$ cat src/rtl/ddf_pkg.sv
// Constants, register map and state encoding of the memory-backed deep FIFO.
// Assumes one 125 MHz system clock.
package ddf_pkg;
  // Word store and memory bursts
  localparam int DATA_W = 32;
  localparam int ADDR_W = 25;
  localparam int PTR_W = 26;
  localparam int BUF_WORDS = 33554432;
  localparam logic [PTR_W-1:0] BUF_FULL_LEVEL = 26'h2000000;
  localparam logic [PTR_W-1:0] BURST_WORDS = 26'h0000004;
  localparam int ROW_BITS = 9;

  // Staging FIFO depths
  localparam int STAGE_ASYNC_DEPTH = 15;
  localparam int STAGE_EDGE_DEPTH = 16;

  // Register bus
  localparam int REG_AW = 8;
  localparam logic [REG_AW-1:0] REG_CTRL = 8'h00;
  localparam logic [REG_AW-1:0] REG_STATUS = 8'h04;
  localparam logic [REG_AW-1:0] REG_LEVEL = 8'h08;
  localparam int CTRL_ENABLE_BIT = 0;
  localparam logic CTRL_ENABLE_RST = 1'b1;
  localparam int STAT_EMPTY_BIT = 0;
  localparam int STAT_FULL_BIT = 1;
  localparam int STAT_BUSY_BIT = 2;
  localparam int STAT_LED_EMPTY_BIT = 3;
  localparam int STAT_LED_FULL_BIT = 4;

  // Indicator timing
  localparam int SYS_CLK_KHZ = 125000;
  localparam int LED_HOLD_MS = 50;
  localparam int HEARTBEAT_HALF_MS = 250;
  localparam int LED_HOLD_CYCLES = LED_HOLD_MS * SYS_CLK_KHZ;
  localparam int HEARTBEAT_HALF_CYCLES = HEARTBEAT_HALF_MS * SYS_CLK_KHZ;

  typedef enum logic [1:0] {
    DDF_S_IDLE,
    DDF_S_WR_HEAD,
    DDF_S_WR_TAIL,
    DDF_S_RD
  } ddf_state_t;

  typedef enum logic [1:0] {
    DDF_REG_CTRL,
    DDF_REG_STATUS,
    DDF_REG_LEVEL,
    DDF_REG_NONE
  } ddf_reg_t;
endpackage

$ cat src/rtl/ddf_stage_fifo.sv
// Small staging FIFO with valid/ready on both sides and a level output.
// Assumes one clock; clk_en low freezes it and blocks both handshakes.
`timescale 1ns/10ps
`default_nettype none
module ddf_stage_fifo #(
  parameter int WIDTH = 32,
  parameter int DEPTH = 16,
  parameter int LW = $clog2(DEPTH + 1)
) (
  input wire logic sys_clk,
  input wire logic srst,
  input wire logic clk_en,
  input wire logic wr_valid,
  input wire logic [WIDTH-1:0] wr_data,
  output logic wr_ready,
  output logic rd_valid,
  output logic [WIDTH-1:0] rd_data,
  input wire logic rd_ready,
  output logic [LW-1:0] level
);
  localparam int IW = (DEPTH > 1) ? $clog2(DEPTH) : 1;
  localparam logic [IW-1:0] LAST_IDX = IW'(DEPTH - 1);
  localparam logic [LW-1:0] FULL_LEVEL = LW'(DEPTH);

  logic [WIDTH-1:0] mem [DEPTH];
  logic [IW-1:0] wr_idx;
  logic [IW-1:0] rd_idx;
  logic push;
  logic pop;

  assign wr_ready = clk_en && (level != FULL_LEVEL);
  assign rd_valid = clk_en && (level != '0);
  assign rd_data = mem[rd_idx];
  assign push = wr_valid && wr_ready;
  assign pop = rd_valid && rd_ready;

  always_ff @(posedge sys_clk) begin
    if (clk_en && push) begin
      mem[wr_idx] <= wr_data;
    end
  end

  always_ff @(posedge sys_clk) begin
    if (srst) begin
      wr_idx <= '0;
      rd_idx <= '0;
      level <= '0;
    end else if (clk_en) begin
      if (push) begin
        wr_idx <= (wr_idx == LAST_IDX) ? '0 : IW'(wr_idx + 1'b1);
      end
      if (pop) begin
        rd_idx <= (rd_idx == LAST_IDX) ? '0 : IW'(rd_idx + 1'b1);
      end
      if (push && !pop) begin
        level <= LW'(level + 1'b1);
      end else if (pop && !push) begin
        level <= LW'(level - 1'b1);
      end
    end
  end
endmodule
`default_nettype wire

$ cat src/rtl/ddf_top.sv
// Deep 32-bit FIFO kept in an external double-data-rate bank, with staging FIFOs and LEDs.
// Assumes every port is on the one sys_clk.
//
// Behaviour
// - Whole memory bank serves as one buffer of 32M words, 32 bits each.
// - Every channel 0 input word enters the buffer; every output word leaves to channel 0.
// - Ingress passes a 15x32 FIFO then rise and fall FIFOs feeding memory.
// - Egress passes rise and fall FIFOs then a 15x32 FIFO toward channel 0.
// - LED 0 lights while the buffer holds no words.
// - LED 1 lights while the buffer has no free locations.
// - Each of those LEDs has a counter stretching short events visibly.
// - LED 4 flashes continuously as a heartbeat of the channel clock.
// - Memory-side clocks come from 200 MHz derived from a 50 MHz oscillator; the code runs memory-side logic on the one 125 MHz sys_clk.
// - Channel FIFO clocks come straight from a separate 100 MHz oscillator; the code clocks the channel FIFOs from sys_clk.
// - Shared-clock option clocks input and output channels from one clock.
// - Accesses open a row, transfer, then close it when done.
// - Move many words per open row to keep row overhead small.
// - Memory link moves one word per rising and one per falling edge.
// - Separate rise and fall data FIFOs carry write and read data.
// - Writes use address, rise, fall FIFOs; reads address plus rise, fall returns.
// - Each burst moves four words: two rising and two falling.
// - Ingress words go alternately to the rise FIFO then the fall FIFO.
// - Memory reads and writes never happen at the same time.
`timescale 1ns/10ps
`default_nettype none
module ddf_top #(
  parameter int unsigned LED_HOLD = ddf_pkg::LED_HOLD_CYCLES,
  parameter int unsigned HEARTBEAT_HALF = ddf_pkg::HEARTBEAT_HALF_CYCLES,
  parameter int ASYNC_DEPTH = ddf_pkg::STAGE_ASYNC_DEPTH,
  parameter int EDGE_DEPTH = ddf_pkg::STAGE_EDGE_DEPTH
) (
  input wire logic sys_clk,
  input wire logic srst,
  input wire logic clk_en,
  input wire logic wb_cyc_i,
  input wire logic wb_stb_i,
  input wire logic wb_we_i,
  input wire logic [ddf_pkg::REG_AW-1:0] wb_adr_i,
  input wire logic [3:0] wb_sel_i,
  input wire logic [31:0] wb_dat_i,
  output logic [31:0] wb_dat_o,
  output logic wb_ack_o,
  input wire logic in_valid,
  input wire logic [ddf_pkg::DATA_W-1:0] in_data,
  output logic in_ready,
  output logic out_valid,
  output logic [ddf_pkg::DATA_W-1:0] out_data,
  input wire logic out_ready,
  output logic wr_addr_valid,
  output logic [ddf_pkg::ADDR_W-1:0] wr_addr,
  input wire logic wr_addr_ready,
  output logic wr_rise_valid,
  output logic [ddf_pkg::DATA_W-1:0] wr_rise_data,
  input wire logic wr_rise_ready,
  output logic wr_fall_valid,
  output logic [ddf_pkg::DATA_W-1:0] wr_fall_data,
  input wire logic wr_fall_ready,
  output logic rd_addr_valid,
  output logic [ddf_pkg::ADDR_W-1:0] rd_addr,
  input wire logic rd_addr_ready,
  input wire logic rd_rise_valid,
  input wire logic [ddf_pkg::DATA_W-1:0] rd_rise_data,
  output logic rd_rise_ready,
  input wire logic rd_fall_valid,
  input wire logic [ddf_pkg::DATA_W-1:0] rd_fall_data,
  output logic rd_fall_ready,
  output logic led_empty,
  output logic led_full,
  output logic led_heartbeat
);
  localparam int DW = ddf_pkg::DATA_W;
  localparam int PW = ddf_pkg::PTR_W;
  localparam int AL = $clog2(ASYNC_DEPTH + 1);
  localparam int EL = $clog2(EDGE_DEPTH + 1);
  localparam int CW = EL + 1;
  localparam logic [CW-1:0] EDGE_CAP = CW'(EDGE_DEPTH);
  localparam logic [EL-1:0] TWO = EL'(2);
  localparam logic [EL-1:0] THREE = EL'(3);
  localparam logic [ddf_pkg::ROW_BITS-3:0] ROW_LAST = '1;
  logic ia_valid, ia_ready, ia_out_valid, ia_out_ready;
  logic [DW-1:0] ia_out_data;
  logic ir_wr_valid, ir_wr_ready, if_wr_valid, if_wr_ready;
  logic ir_rd_valid, if_rd_valid;
  logic [EL-1:0] ir_level, if_level;
  logic er_wr_ready, ef_wr_ready, er_rd_valid, ef_rd_valid, er_rd_ready, ef_rd_ready;
  logic [DW-1:0] er_data, ef_data;
  logic [EL-1:0] er_level, ef_level;
  logic eo_wr_valid, eo_wr_ready;
  logic [DW-1:0] eo_wr_data;
  ddf_pkg::ddf_state_t state;
  logic [PW-1:0] wr_ptr, rd_ptr, stored;
  logic [CW-1:0] inflight;
  logic buf_empty, buf_full, ctrl_enable, prefer_write, in_sel, out_sel;
  logic can_write, can_read, credit_ok, credit_more, mem_push, rd_fire, rd_pair_fire;
  logic [31:0] empty_hold, full_hold, beat_cnt;

  function automatic ddf_pkg::ddf_reg_t reg_decode(input logic [ddf_pkg::REG_AW-1:0] adr);
    ddf_pkg::ddf_reg_t r;
    case (adr)
      ddf_pkg::REG_CTRL: r = ddf_pkg::DDF_REG_CTRL;
      ddf_pkg::REG_STATUS: r = ddf_pkg::DDF_REG_STATUS;
      ddf_pkg::REG_LEVEL: r = ddf_pkg::DDF_REG_LEVEL;
      default: r = ddf_pkg::DDF_REG_NONE;
    endcase
    return r;
  endfunction
  assign stored = PW'(wr_ptr - rd_ptr);
  assign buf_empty = (stored == '0);
  assign buf_full = (stored == ddf_pkg::BUF_FULL_LEVEL);
  assign ia_valid = in_valid && !buf_full;
  assign in_ready = ia_ready && !buf_full;

  ddf_stage_fifo #(.WIDTH(DW), .DEPTH(ASYNC_DEPTH), .LW(AL)) u_in_stage (
    .sys_clk(sys_clk), .srst(srst), .clk_en(clk_en),
    .wr_valid(ia_valid), .wr_data(in_data), .wr_ready(ia_ready),
    .rd_valid(ia_out_valid), .rd_data(ia_out_data), .rd_ready(ia_out_ready),
    .level()
  );
  assign ir_wr_valid = ia_out_valid && !in_sel;
  assign if_wr_valid = ia_out_valid && in_sel;
  assign ia_out_ready = in_sel ? if_wr_ready : ir_wr_ready;

  always_ff @(posedge sys_clk) begin
    if (srst) begin
      in_sel <= 1'b0;
    end else if (clk_en && ia_out_valid && ia_out_ready) begin
      in_sel <= !in_sel;
    end
  end

  ddf_stage_fifo #(.WIDTH(DW), .DEPTH(EDGE_DEPTH), .LW(EL)) u_wr_rise (
    .sys_clk(sys_clk), .srst(srst), .clk_en(clk_en),
    .wr_valid(ir_wr_valid), .wr_data(ia_out_data), .wr_ready(ir_wr_ready),
    .rd_valid(ir_rd_valid), .rd_data(wr_rise_data), .rd_ready(mem_push),
    .level(ir_level)
  );

  ddf_stage_fifo #(.WIDTH(DW), .DEPTH(EDGE_DEPTH), .LW(EL)) u_wr_fall (
    .sys_clk(sys_clk), .srst(srst), .clk_en(clk_en),
    .wr_valid(if_wr_valid), .wr_data(ia_out_data), .wr_ready(if_wr_ready),
    .rd_valid(if_rd_valid), .rd_data(wr_fall_data), .rd_ready(mem_push),
    .level(if_level)
  );
  assign mem_push = clk_en && ir_rd_valid && if_rd_valid && wr_rise_ready && wr_fall_ready &&
                    ((state == ddf_pkg::DDF_S_WR_TAIL) ||
                     (state == ddf_pkg::DDF_S_WR_HEAD && wr_addr_ready));
  assign wr_rise_valid = mem_push;
  assign wr_fall_valid = mem_push;
  assign wr_addr_valid = mem_push && (state == ddf_pkg::DDF_S_WR_HEAD);
  assign wr_addr = wr_ptr[ddf_pkg::ADDR_W-1:0];
  assign credit_ok = (CW'(ef_level) + inflight + CW'(TWO)) <= EDGE_CAP;
  assign credit_more = (CW'(ef_level) + inflight + CW'(2 * TWO)) <= EDGE_CAP;
  assign rd_addr_valid = clk_en && (state == ddf_pkg::DDF_S_RD);
  assign rd_addr = rd_ptr[ddf_pkg::ADDR_W-1:0];
  assign rd_fire = rd_addr_valid && rd_addr_ready;

  assign can_write = ctrl_enable && !buf_full && (ir_level >= TWO) && (if_level >= TWO);
  assign can_read = ctrl_enable && !buf_empty && credit_ok;
  always_ff @(posedge sys_clk) begin
    if (srst) begin
      state <= ddf_pkg::DDF_S_IDLE;
      prefer_write <= 1'b1;
    end else if (clk_en) begin
      case (state)
        ddf_pkg::DDF_S_IDLE: begin
          if (can_write && (prefer_write || !can_read)) begin
            state <= ddf_pkg::DDF_S_WR_HEAD;
            prefer_write <= 1'b0;
          end else if (can_read) begin
            state <= ddf_pkg::DDF_S_RD;
            prefer_write <= 1'b1;
          end
        end
        ddf_pkg::DDF_S_WR_HEAD: begin
          if (mem_push) begin
            state <= ddf_pkg::DDF_S_WR_TAIL;
          end
        end
        ddf_pkg::DDF_S_WR_TAIL: begin
          if (mem_push) begin
            if (ctrl_enable && (ir_level >= THREE) && (if_level >= THREE) &&
                (stored != PW'(ddf_pkg::BUF_FULL_LEVEL - ddf_pkg::BURST_WORDS)) &&
                (wr_ptr[ddf_pkg::ROW_BITS-1:2] != ROW_LAST)) begin
              state <= ddf_pkg::DDF_S_WR_HEAD;
            end else begin
              state <= ddf_pkg::DDF_S_IDLE;
            end
          end
        end
        ddf_pkg::DDF_S_RD: begin
          if (rd_fire) begin
            if (ctrl_enable && (stored != ddf_pkg::BURST_WORDS) && credit_more &&
                (rd_ptr[ddf_pkg::ROW_BITS-1:2] != ROW_LAST)) begin
              state <= ddf_pkg::DDF_S_RD;
            end else begin
              state <= ddf_pkg::DDF_S_IDLE;
            end
          end
        end
        default: state <= ddf_pkg::DDF_S_IDLE;
      endcase
    end
  end
  always_ff @(posedge sys_clk) begin
    if (srst) begin
      wr_ptr <= '0;
      rd_ptr <= '0;
    end else if (clk_en) begin
      if (mem_push && state == ddf_pkg::DDF_S_WR_TAIL) begin
        wr_ptr <= PW'(wr_ptr + ddf_pkg::BURST_WORDS);
      end
      if (rd_fire) begin
        rd_ptr <= PW'(rd_ptr + ddf_pkg::BURST_WORDS);
      end
    end
  end
  assign rd_pair_fire = clk_en && rd_rise_valid && rd_fall_valid && er_wr_ready && ef_wr_ready;
  assign rd_rise_ready = rd_pair_fire;
  assign rd_fall_ready = rd_pair_fire;

  always_ff @(posedge sys_clk) begin
    if (srst) begin
      inflight <= '0;
    end else if (clk_en) begin
      inflight <= CW'(inflight + (rd_fire ? CW'(TWO) : '0) - (rd_pair_fire ? CW'(1) : '0));
    end
  end

  ddf_stage_fifo #(.WIDTH(DW), .DEPTH(EDGE_DEPTH), .LW(EL)) u_rd_rise (
    .sys_clk(sys_clk), .srst(srst), .clk_en(clk_en),
    .wr_valid(rd_pair_fire), .wr_data(rd_rise_data), .wr_ready(er_wr_ready),
    .rd_valid(er_rd_valid), .rd_data(er_data), .rd_ready(er_rd_ready),
    .level(er_level)
  );

  ddf_stage_fifo #(.WIDTH(DW), .DEPTH(EDGE_DEPTH), .LW(EL)) u_rd_fall (
    .sys_clk(sys_clk), .srst(srst), .clk_en(clk_en),
    .wr_valid(rd_pair_fire), .wr_data(rd_fall_data), .wr_ready(ef_wr_ready),
    .rd_valid(ef_rd_valid), .rd_data(ef_data), .rd_ready(ef_rd_ready),
    .level(ef_level)
  );
  assign eo_wr_valid = out_sel ? ef_rd_valid : er_rd_valid;
  assign eo_wr_data = out_sel ? ef_data : er_data;
  assign er_rd_ready = !out_sel && eo_wr_ready;
  assign ef_rd_ready = out_sel && eo_wr_ready;

  always_ff @(posedge sys_clk) begin
    if (srst) begin
      out_sel <= 1'b0;
    end else if (clk_en && eo_wr_valid && eo_wr_ready) begin
      out_sel <= !out_sel;
    end
  end

  ddf_stage_fifo #(.WIDTH(DW), .DEPTH(ASYNC_DEPTH), .LW(AL)) u_out_stage (
    .sys_clk(sys_clk), .srst(srst), .clk_en(clk_en),
    .wr_valid(eo_wr_valid), .wr_data(eo_wr_data), .wr_ready(eo_wr_ready),
    .rd_valid(out_valid), .rd_data(out_data), .rd_ready(out_ready),
    .level()
  );

  // Indicators; status shares sys_clk, so no crossing is needed
  always_ff @(posedge sys_clk) begin
    if (srst) begin
      empty_hold <= '0;
    end else if (clk_en) begin
      if (buf_empty) begin
        empty_hold <= LED_HOLD;
      end else if (empty_hold != '0) begin
        empty_hold <= empty_hold - 32'h00000001;
      end
    end
  end

  always_ff @(posedge sys_clk) begin
    if (srst) begin
      full_hold <= '0;
    end else if (clk_en) begin
      if (buf_full) begin
        full_hold <= LED_HOLD;
      end else if (full_hold != '0) begin
        full_hold <= full_hold - 32'h00000001;
      end
    end
  end

  always_ff @(posedge sys_clk) begin
    if (srst) begin
      beat_cnt <= '0;
      led_heartbeat <= 1'b0;
    end else if (clk_en) begin
      if (beat_cnt >= HEARTBEAT_HALF - 1) begin
        beat_cnt <= '0;
        led_heartbeat <= !led_heartbeat;
      end else begin
        beat_cnt <= beat_cnt + 32'h00000001;
      end
    end
  end

  assign led_empty = (empty_hold != '0);
  assign led_full = (full_hold != '0);

  // Wishbone slave: ack one cycle after the strobe, unmapped reads return zero
  always_ff @(posedge sys_clk) begin
    if (srst) begin
      wb_ack_o <= 1'b0;
      wb_dat_o <= '0;
    end else if (clk_en) begin
      wb_ack_o <= wb_cyc_i && wb_stb_i && !wb_ack_o;
      wb_dat_o <= '0;
      if (wb_cyc_i && wb_stb_i && !wb_ack_o && !wb_we_i) begin
        case (reg_decode(wb_adr_i))
          ddf_pkg::DDF_REG_CTRL: wb_dat_o[ddf_pkg::CTRL_ENABLE_BIT] <= ctrl_enable;
          ddf_pkg::DDF_REG_STATUS: begin
            wb_dat_o[ddf_pkg::STAT_EMPTY_BIT] <= buf_empty;
            wb_dat_o[ddf_pkg::STAT_FULL_BIT] <= buf_full;
            wb_dat_o[ddf_pkg::STAT_BUSY_BIT] <= (state != ddf_pkg::DDF_S_IDLE);
            wb_dat_o[ddf_pkg::STAT_LED_EMPTY_BIT] <= led_empty;
            wb_dat_o[ddf_pkg::STAT_LED_FULL_BIT] <= led_full;
          end
          ddf_pkg::DDF_REG_LEVEL: wb_dat_o[PW-1:0] <= stored;
          default: wb_dat_o <= '0;
        endcase
      end
    end
  end
  always_ff @(posedge sys_clk) begin
    if (srst) begin
      ctrl_enable <= ddf_pkg::CTRL_ENABLE_RST;
    end else if (clk_en && wb_cyc_i && wb_stb_i && wb_ack_o && wb_we_i && wb_sel_i[0] &&
                 reg_decode(wb_adr_i) == ddf_pkg::DDF_REG_CTRL) begin
      ctrl_enable <= wb_dat_i[ddf_pkg::CTRL_ENABLE_BIT];
    end
  end
endmodule
`default_nettype wire

$ cat config.mk
export PLATFORM = sky130hd
export DESIGN_NAME = ddf_top
export DESIGN_NICKNAME = d
export VERILOG_FILES = /design/src/rtl/ddf_pkg.sv /design/src/rtl/ddf_stage_fifo.sv /design/src/rtl/ddf_top.sv
export SDC_FILE = /design/constraint.sdc
export NUM_CORES = 2
export LEC_CHECK = 0
export BUFFER_PORTS_ARGS = -buffer_cell sky130_fd_sc_hd__buf_2
export CAP_MARGIN = 30
export CORE_UTILIZATION = 50
export CTS_CLUSTER_DIAMETER = 60
export DETAILED_ROUTE_END_ITERATION = 10
export GPL_TIMING_DRIVEN = 0
export HOLD_SLACK_MARGIN = 0.08
export PLACE_DENSITY = 0.78
export SYNTH_ARGS = -nofsm -noshare
export SYNTH_HDL_FRONTEND = slang
export SYNTH_HIERARCHICAL = 1
export SYNTH_SLANG_ARGS = --single-unit
$ cat constraint.sdc
create_clock -name sys_clk -period 20.9 [get_ports sys_clk]
set_clock_uncertainty 0.05 [all_clocks]
set_input_delay 2.09 -clock sys_clk [delete_from_list [all_inputs] [get_ports sys_clk]]
set_output_delay 2.09 -clock sys_clk [all_outputs]
set_load 0.02 [all_outputs]
# Word level (Yosys, flattened, before mapping)
# Memory sizes are Yosys's and may differ from the RTL's. A register that Yosys moved wholly into a read port is not among the register bits.
# Cells that the tools add are included.
[op_classes]
bitwise = 0
div_mod_pow = 0
reduce_logical = 158
n_eq_ne = 34
addsub = 35
mux = 77
multipliers = 0
n_shift = 0
magnitude_cmp = 7
[op_table]
columns = ["operator", "count"]
rows = [
  ["$mux W32", 6],
  ["$mux W4", 28],
  ["$logic_and A1 B1 Y1", 88],
  ["$reduce_bool A32 Y1", 2],
  ["$sub A32 B1 Y32 const B", 2],
  ["$add A4 B1 Y4 const B", 14],
  ["$add A26 B3 Y26 const B", 2],
  ["$eq A4 B4 Y1 const B", 12],
  ["$reduce_and A2 Y1", 23],
  ["$mux W5", 8],
  ["$add A32 B1 Y32 const B", 1],
  ["$ge A32 B25 Y1 const B", 1],
  ["$eq A26 B26 Y1 const B", 1],
  ["$logic_not A26 Y1", 1],
  ["$mux W26", 1],
  ["$ne A26 B25 Y1 const B", 1],
  ["$ne A26 B3 Y1 const B", 1],
  ["$sub A26 B26 Y26", 1],
  ["$mux W2", 11],
  ["$mux W21", 1],
  ["$add A5 B1 Y5 const B", 4],
  ["$ge A5 B2 Y1 const B", 4],
  ["$logic_not A1 Y1", 20],
  ["$ne A5 B5 Y1 const B", 4],
  ["other kinds (29)", 74],
]
[totals]
romBits = 0
latchBits = 0
reg_bits = 270
n_memories = 6
mem_bits_rw = 3008
[memory_table]
columns = ["name", "depth", "word_bits", "rd", "rd_ports_with_merged_regs", "wr", "line", "text"]
rows = [
  ["u_rd_fall.mem", 16, 32, 1, 1, 1, "ddf_stage_fifo.sv:25", "logic [WIDTH-1:0] mem [DEPTH];"],
  ["u_rd_rise.mem", 16, 32, 1, 1, 1, "ddf_stage_fifo.sv:25", ""],
  ["u_wr_fall.mem", 16, 32, 1, 1, 1, "ddf_stage_fifo.sv:25", ""],
  ["u_wr_rise.mem", 16, 32, 1, 1, 1, "ddf_stage_fifo.sv:25", ""],
  ["u_in_stage.mem", 15, 32, 1, 1, 1, "ddf_stage_fifo.sv:25", ""],
  ["u_out_stage.mem", 15, 32, 1, 1, 1, "ddf_stage_fifo.sv:25", ""],
]

# Logic depth before layout (Yosys ltp)
[depth]
depth_word = 12
ltp_mapped = 22
mapped_depth_nobuf = 20

# Cells and area by module
# The synthesis kept the hierarchy.
[by_module_without_submodules]
columns = ["module", "n_inst", "area_each_um2", "seq_area_each_um2", "cells_per_inst"]
rows = [
  ["ddf_stage_fifo at u_wr_fall ...", 2, 20083.0, 15715.1, 896],
  ["ddf_stage_fifo at u_rd_fall ...", 2, 20069.2, 15715.1, 899],
  ["ddf_stage_fifo at u_in_stage ...", 2, 18883.1, 14734.1, 921],
  ["ddf_top", 1, 11250.8, 3683.5, 1402],
]

# Worst setup path after synthesis
# OpenSTA, ideal clock, no wires.
[synth_path]
kind = "register to register"
start = "register wr_ptr[2]"
end = "memory u_in_stage.mem[2][0] (enable)"
path_stages_with_launch = 17
arrival_time_ns = 6.449
path_buffers = 2
setup_slack_ns = 13.900
setup_time_ns = 0.502
cell_sequence = "dfxtp_1 -> inv_1 -> ha_1 -> fa_1 -> nand2b_1 -> a21o_1 -> a211oi_1 -> o21ai_0 -> a211oi_1 -> nor4b_1 -> and4_1 -> clkbuf_1 -> clkbuf_1 -> nor2b_1 -> and3_1 -> nand2_1 -> nor4_1"
[synth_between]
elab_chain_len = 8
[synth_lines]
columns = ["element", "line", "text"]
rows = [
  ["start: declaration", "ddf_top.sv:91", "logic [PW-1:0] wr_ptr, rd_ptr, stored;"],
  ["start signal: assignment", "ddf_top.sv:210", "wr_ptr <= PW'(wr_ptr + ddf_pkg::BURST_WORDS);"],
  ["$sub A26 B26 Y26", "ddf_top.sv:107", "assign stored = PW'(wr_ptr - rd_ptr);"],
  ["$eq A26 B26 Y1", "ddf_top.sv:109", "assign buf_full = (stored == ddf_pkg::BUF_FULL_LEVEL);"],
  ["$logic_not A1 Y1", "ddf_top.sv:110", "assign ia_valid = in_valid && !buf_full;"],
  ["$logic_and A1 B1 Y1", "ddf_top.sv:110", ""],
  ["named net ia_valid", "ddf_top.sv:80", "logic ia_valid, ia_ready, ia_out_valid, ia_out_ready;"],
  ["$logic_and A1 B1 Y1", "ddf_stage_fifo.sv:34", "assign push = wr_valid && wr_ready;"],
  ["$logic_and A1 B1 Y1", "ddf_stage_fifo.sv:38", "if (clk_en && push) begin"],
  ["$mux W1", "ddf_stage_fifo.sv:38", ""],
  ["$mux W1 (implied by the code)", "ddf_stage_fifo.sv:39", "mem[wr_idx] <= wr_data;"],
  ["end: declaration", "ddf_stage_fifo.sv:25", ""],
]
# The timed path passes the listed nets, and every way through them passes these cells.

# Worst setup path in the final report
[layout_path]
start = "register rd_ptr[5]"
end = "output port in_ready"
[layout_between]
elab_chain_len = 4
[layout_lines]
columns = ["element", "line", "text"]
rows = [
  ["start: declaration", "ddf_top.sv:91", ""],
  ["start signal: assignment", "ddf_top.sv:213", "rd_ptr <= PW'(rd_ptr + ddf_pkg::BURST_WORDS);"],
  ["$sub A26 B26 Y26", "ddf_top.sv:107", ""],
  ["$eq A26 B26 Y1", "ddf_top.sv:109", ""],
  ["$logic_not A1 Y1", "ddf_top.sv:111", "assign in_ready = ia_ready && !buf_full;"],
  ["$logic_and A1 B1 Y1", "ddf_top.sv:111", ""],
  ["end: declaration", "ddf_top.sv:45", "output logic in_ready,"],
]
# No other way between the ends.

==> flow_summary.toml <==
[yosys]
ys_types = 94
syn_inst = 6834
synth.avg_cell_area_um2 = 18.9
yosys_register_bits = 3292
ys_seq_area_share_pct = 74.2
post-synth-top-area-fraction_pct = 69.8
ys_warn_count = 6
netlist_area_mm2 = 0.129
synth_ff_type = "edfxtp_1"
synth.most_common_cell = "edfxtp_1"
synth_top_cell_by_area = "edfxtp_1"
synth.area.top_cells = "edfxtp_1 (70%), mux4_2 (12%), dfxtp_1 (4.4%), a22oi_1 (1.6%), nand2_1 (0.98%)"
synth_common_cells = "edfxtp_1 (3,008), mux4_2 (704), nand2_1 (337)"
ys_async_sr_fraction_pct = 0
synth_edf_count = 3008

[run_status]
outcome = "finished clean"

[timing]
max_freq_ghz = 0.124
rsz0062_at_grt = "no"
fin_ws_ps = 12840
hold_ws_ps = 434
hold_viol = 0
fin_setup_tns_ps = 0
finalSetupViolations = 0
slew_violations = 0
finalCriticalPeriod_ps = 8060
maxSlewHeadroom_pct = 28.9
fin_crit_sh_pct = 38.6
max_slew.worst_pin.slew_ps = 1070

[pwr]
clkPwrFrac_pct = 42.4
p_int_mw = 10.9
p_sw_share_pct = 21.4
power.leakage_nw = 47.7
powerDensity_mw_per_mm2 = 92.8
combPwrFrac_pct = 5.1
switching_power_mw = 2.97
ir_worst_vdd_mv = 0.0784
seqPwrFrac_pct = 52.5

[floorplan]
core-area_mm2 = 0.257
rows = 186
dieHeight_um = 511
die_w_um = 511
dieArea_mm2 = 0.261
initial_utilization_pct = 50.3
ios = 344

[critical_path]
worst_r2r_path_depth = 18
cp_max_fo = 8
end_kind = "output pin"
timing_worst_setup_path_type = "flip-flop to output pin"
start_kind = "flip-flop"
arrival_ps = 5920
required_ps = 18760

[detailed_routing]
drc_errors = 0
firstDrtPassIters = 6
num_vias = 72703
viasPerCell = 6.41
ant_nets = 0
wl_per_cell_um = 29.4
drt-initial-drc-count = 8944
wl_mm = 333

[global_route]
antenna_found_initial = 54
track_usage_pct = 25.2
overflow = 0
grt_max_degree = 33
grt_pass1_wl_mm = 481
grt_pass1_vias = 72595

[placement]
place_ws_ps = 13270
globalplace.congestion = 0.875
dp_cells = 10733
hpwl_mm = 210
port_buffers = 299

[clock_network]
cts_resized = 0
tritoncts = "built"
clk_latency_ps = 1010
root_buffer = "clkbuf_16"
cts.sinks = 3292
cts_hold_buf = 0
cts_setup_buffers = 0
h-tree-depth = 5
numCtsBuffers = 339
path_clk_slew_ps = 60
clock_path_buffers = 4

[hold_path]
hold_path.class = "flip-flop to flip-flop"
whs_path_depth = 2

[final_layout]
syn_to_final_growth_pct = 15.9
drive_above_1_share_pct = 26.1
layout.nets = 7946
fin_cells = 11350

[job]
drv_cap = 0
[per-layer routing]
| layer | vias to the layer above | part of all wire (%) | global-route usage [%] |
|---|---|---|---|
| met3 | 834 | 11 | 5.43 |
| met1 | 37265 | 37 | 33.5 |
| met5 | - | 0.088 | 0 |
| met2 | 5020 | 48 | 40.6 |
| li1 | 29532 | - | - |
| met4 | 52 | 4.1 | 10.3 |
[kinds of logic after synthesis]
kind of cell | after synthesis | synth area share, %
buffers and inverters | 495 | 1.83
other | 1 | 0.00290
AND/OR/NAND/NOR | 1084 | 3.97
flip-flops | 3292 | 74.2
AO/OA/AOI/OAI | 888 | 4.71
multiplexers | 822 | 13.2
adder cells (fa/ha/maj) | 96 | 0.981
XOR/XNOR | 156 | 1.06
[power groups by stage]
stage	logic (mW)	registers (mW)	clock network (mW)
floorplan	0.439	7.44	0
global placement	0.618	7.45	0
detailed placement	0.687	7.44	0
CTS	0.698	7.30	5.95
global route	0.758	7.31	6.19
finish	0.705	7.31	5.90
[cell usage in the layout, fill, tap and decap left out, types with 79 or more instances in the layout]
master     synthesis  final
clkbuf_1         205    260
inv_1             87     85
buf_6             12     88
buf_4             86    107
edfxtp_1        3008   3008
nand2_1          337    337
clkbuf_16          0    342
a22oi_1          275    275
nor2_1           328    263
xnor2_1           92     92
a21oi_1          203    171
ha_1              87     87
buf_2             72    374
mux2i_1           79     79
dfxtp_1          284    284
mux4_2           704    704
[path summary, 6_finish.rpt]
path	slack, ps	startpoint	endpoint
worst max-delay path	12840	rd_ptr[5]	in_ready
worst min-delay path	430	wb_dat_o[8]	wb_dat_o[8]
worst max register to register	14160	rd_ptr[5]	u_in_stage/mem[2][14]
worst min register to register	430	wb_dat_o[8]	wb_dat_o[8]
[worst max-delay path, stage by stage (launching register included)]
cell,delay (ps)
dfxtp_1,410
inv_1,110
ha_1,360
nand2_1,90
a211oi_1,790
o2111ai_1,400
a311oi_1,930
a21oi_1,210
and4_1,280
clkbuf_1,180
clkbuf_1,250
buf_8,220
nor2b_1,440
buf_2,270
[stage by stage]
step	instance area, µm²	total power, mW	utilization [%]
after floorplan	129000	7.88	-
after global placement	135000	8.06	52.6
after detailed placement	139000	8.13	54.1
after CTS	150000	14.0	58.3
after global routing	150000	14.3	58.3
final	150000	13.9	58.3
[flip-flops by register name, summed over array words and instances (netlist names), 5 cells and up, named ones only]
register,count
u_rd_rise/mem,512
u_wr_fall/mem,512
beat_cnt,32
u_rd_rise/level,5
u_wr_rise/mem,512
u_wr_fall/level,5
u_out_stage/mem,480
u_wr_rise/level,5
rd_ptr,24
full_hold,32
u_rd_fall/mem,512
u_in_stage/mem,480
wb_dat_o,26
wr_ptr,24
empty_hold,32
u_rd_fall/level,5
inflight,6
[layout make-up]
cell class | instances | area [µm²]
Tap cell | 3384 | 4230
Multi-Input combinational cell | 3056 | 31800
Sequential cell | 3292 | 96000
Buffer | 405 | 2020
Fill cell | 17619 | 107000
Inverter | 90 | 338
Timing Repair Buffer | 512 | 4760
Antenna cell | 21 | 52.6
Clock buffer | 401 | 8820
Clock inverter | 189 | 1870
Power figures use the tool's default switching activity.
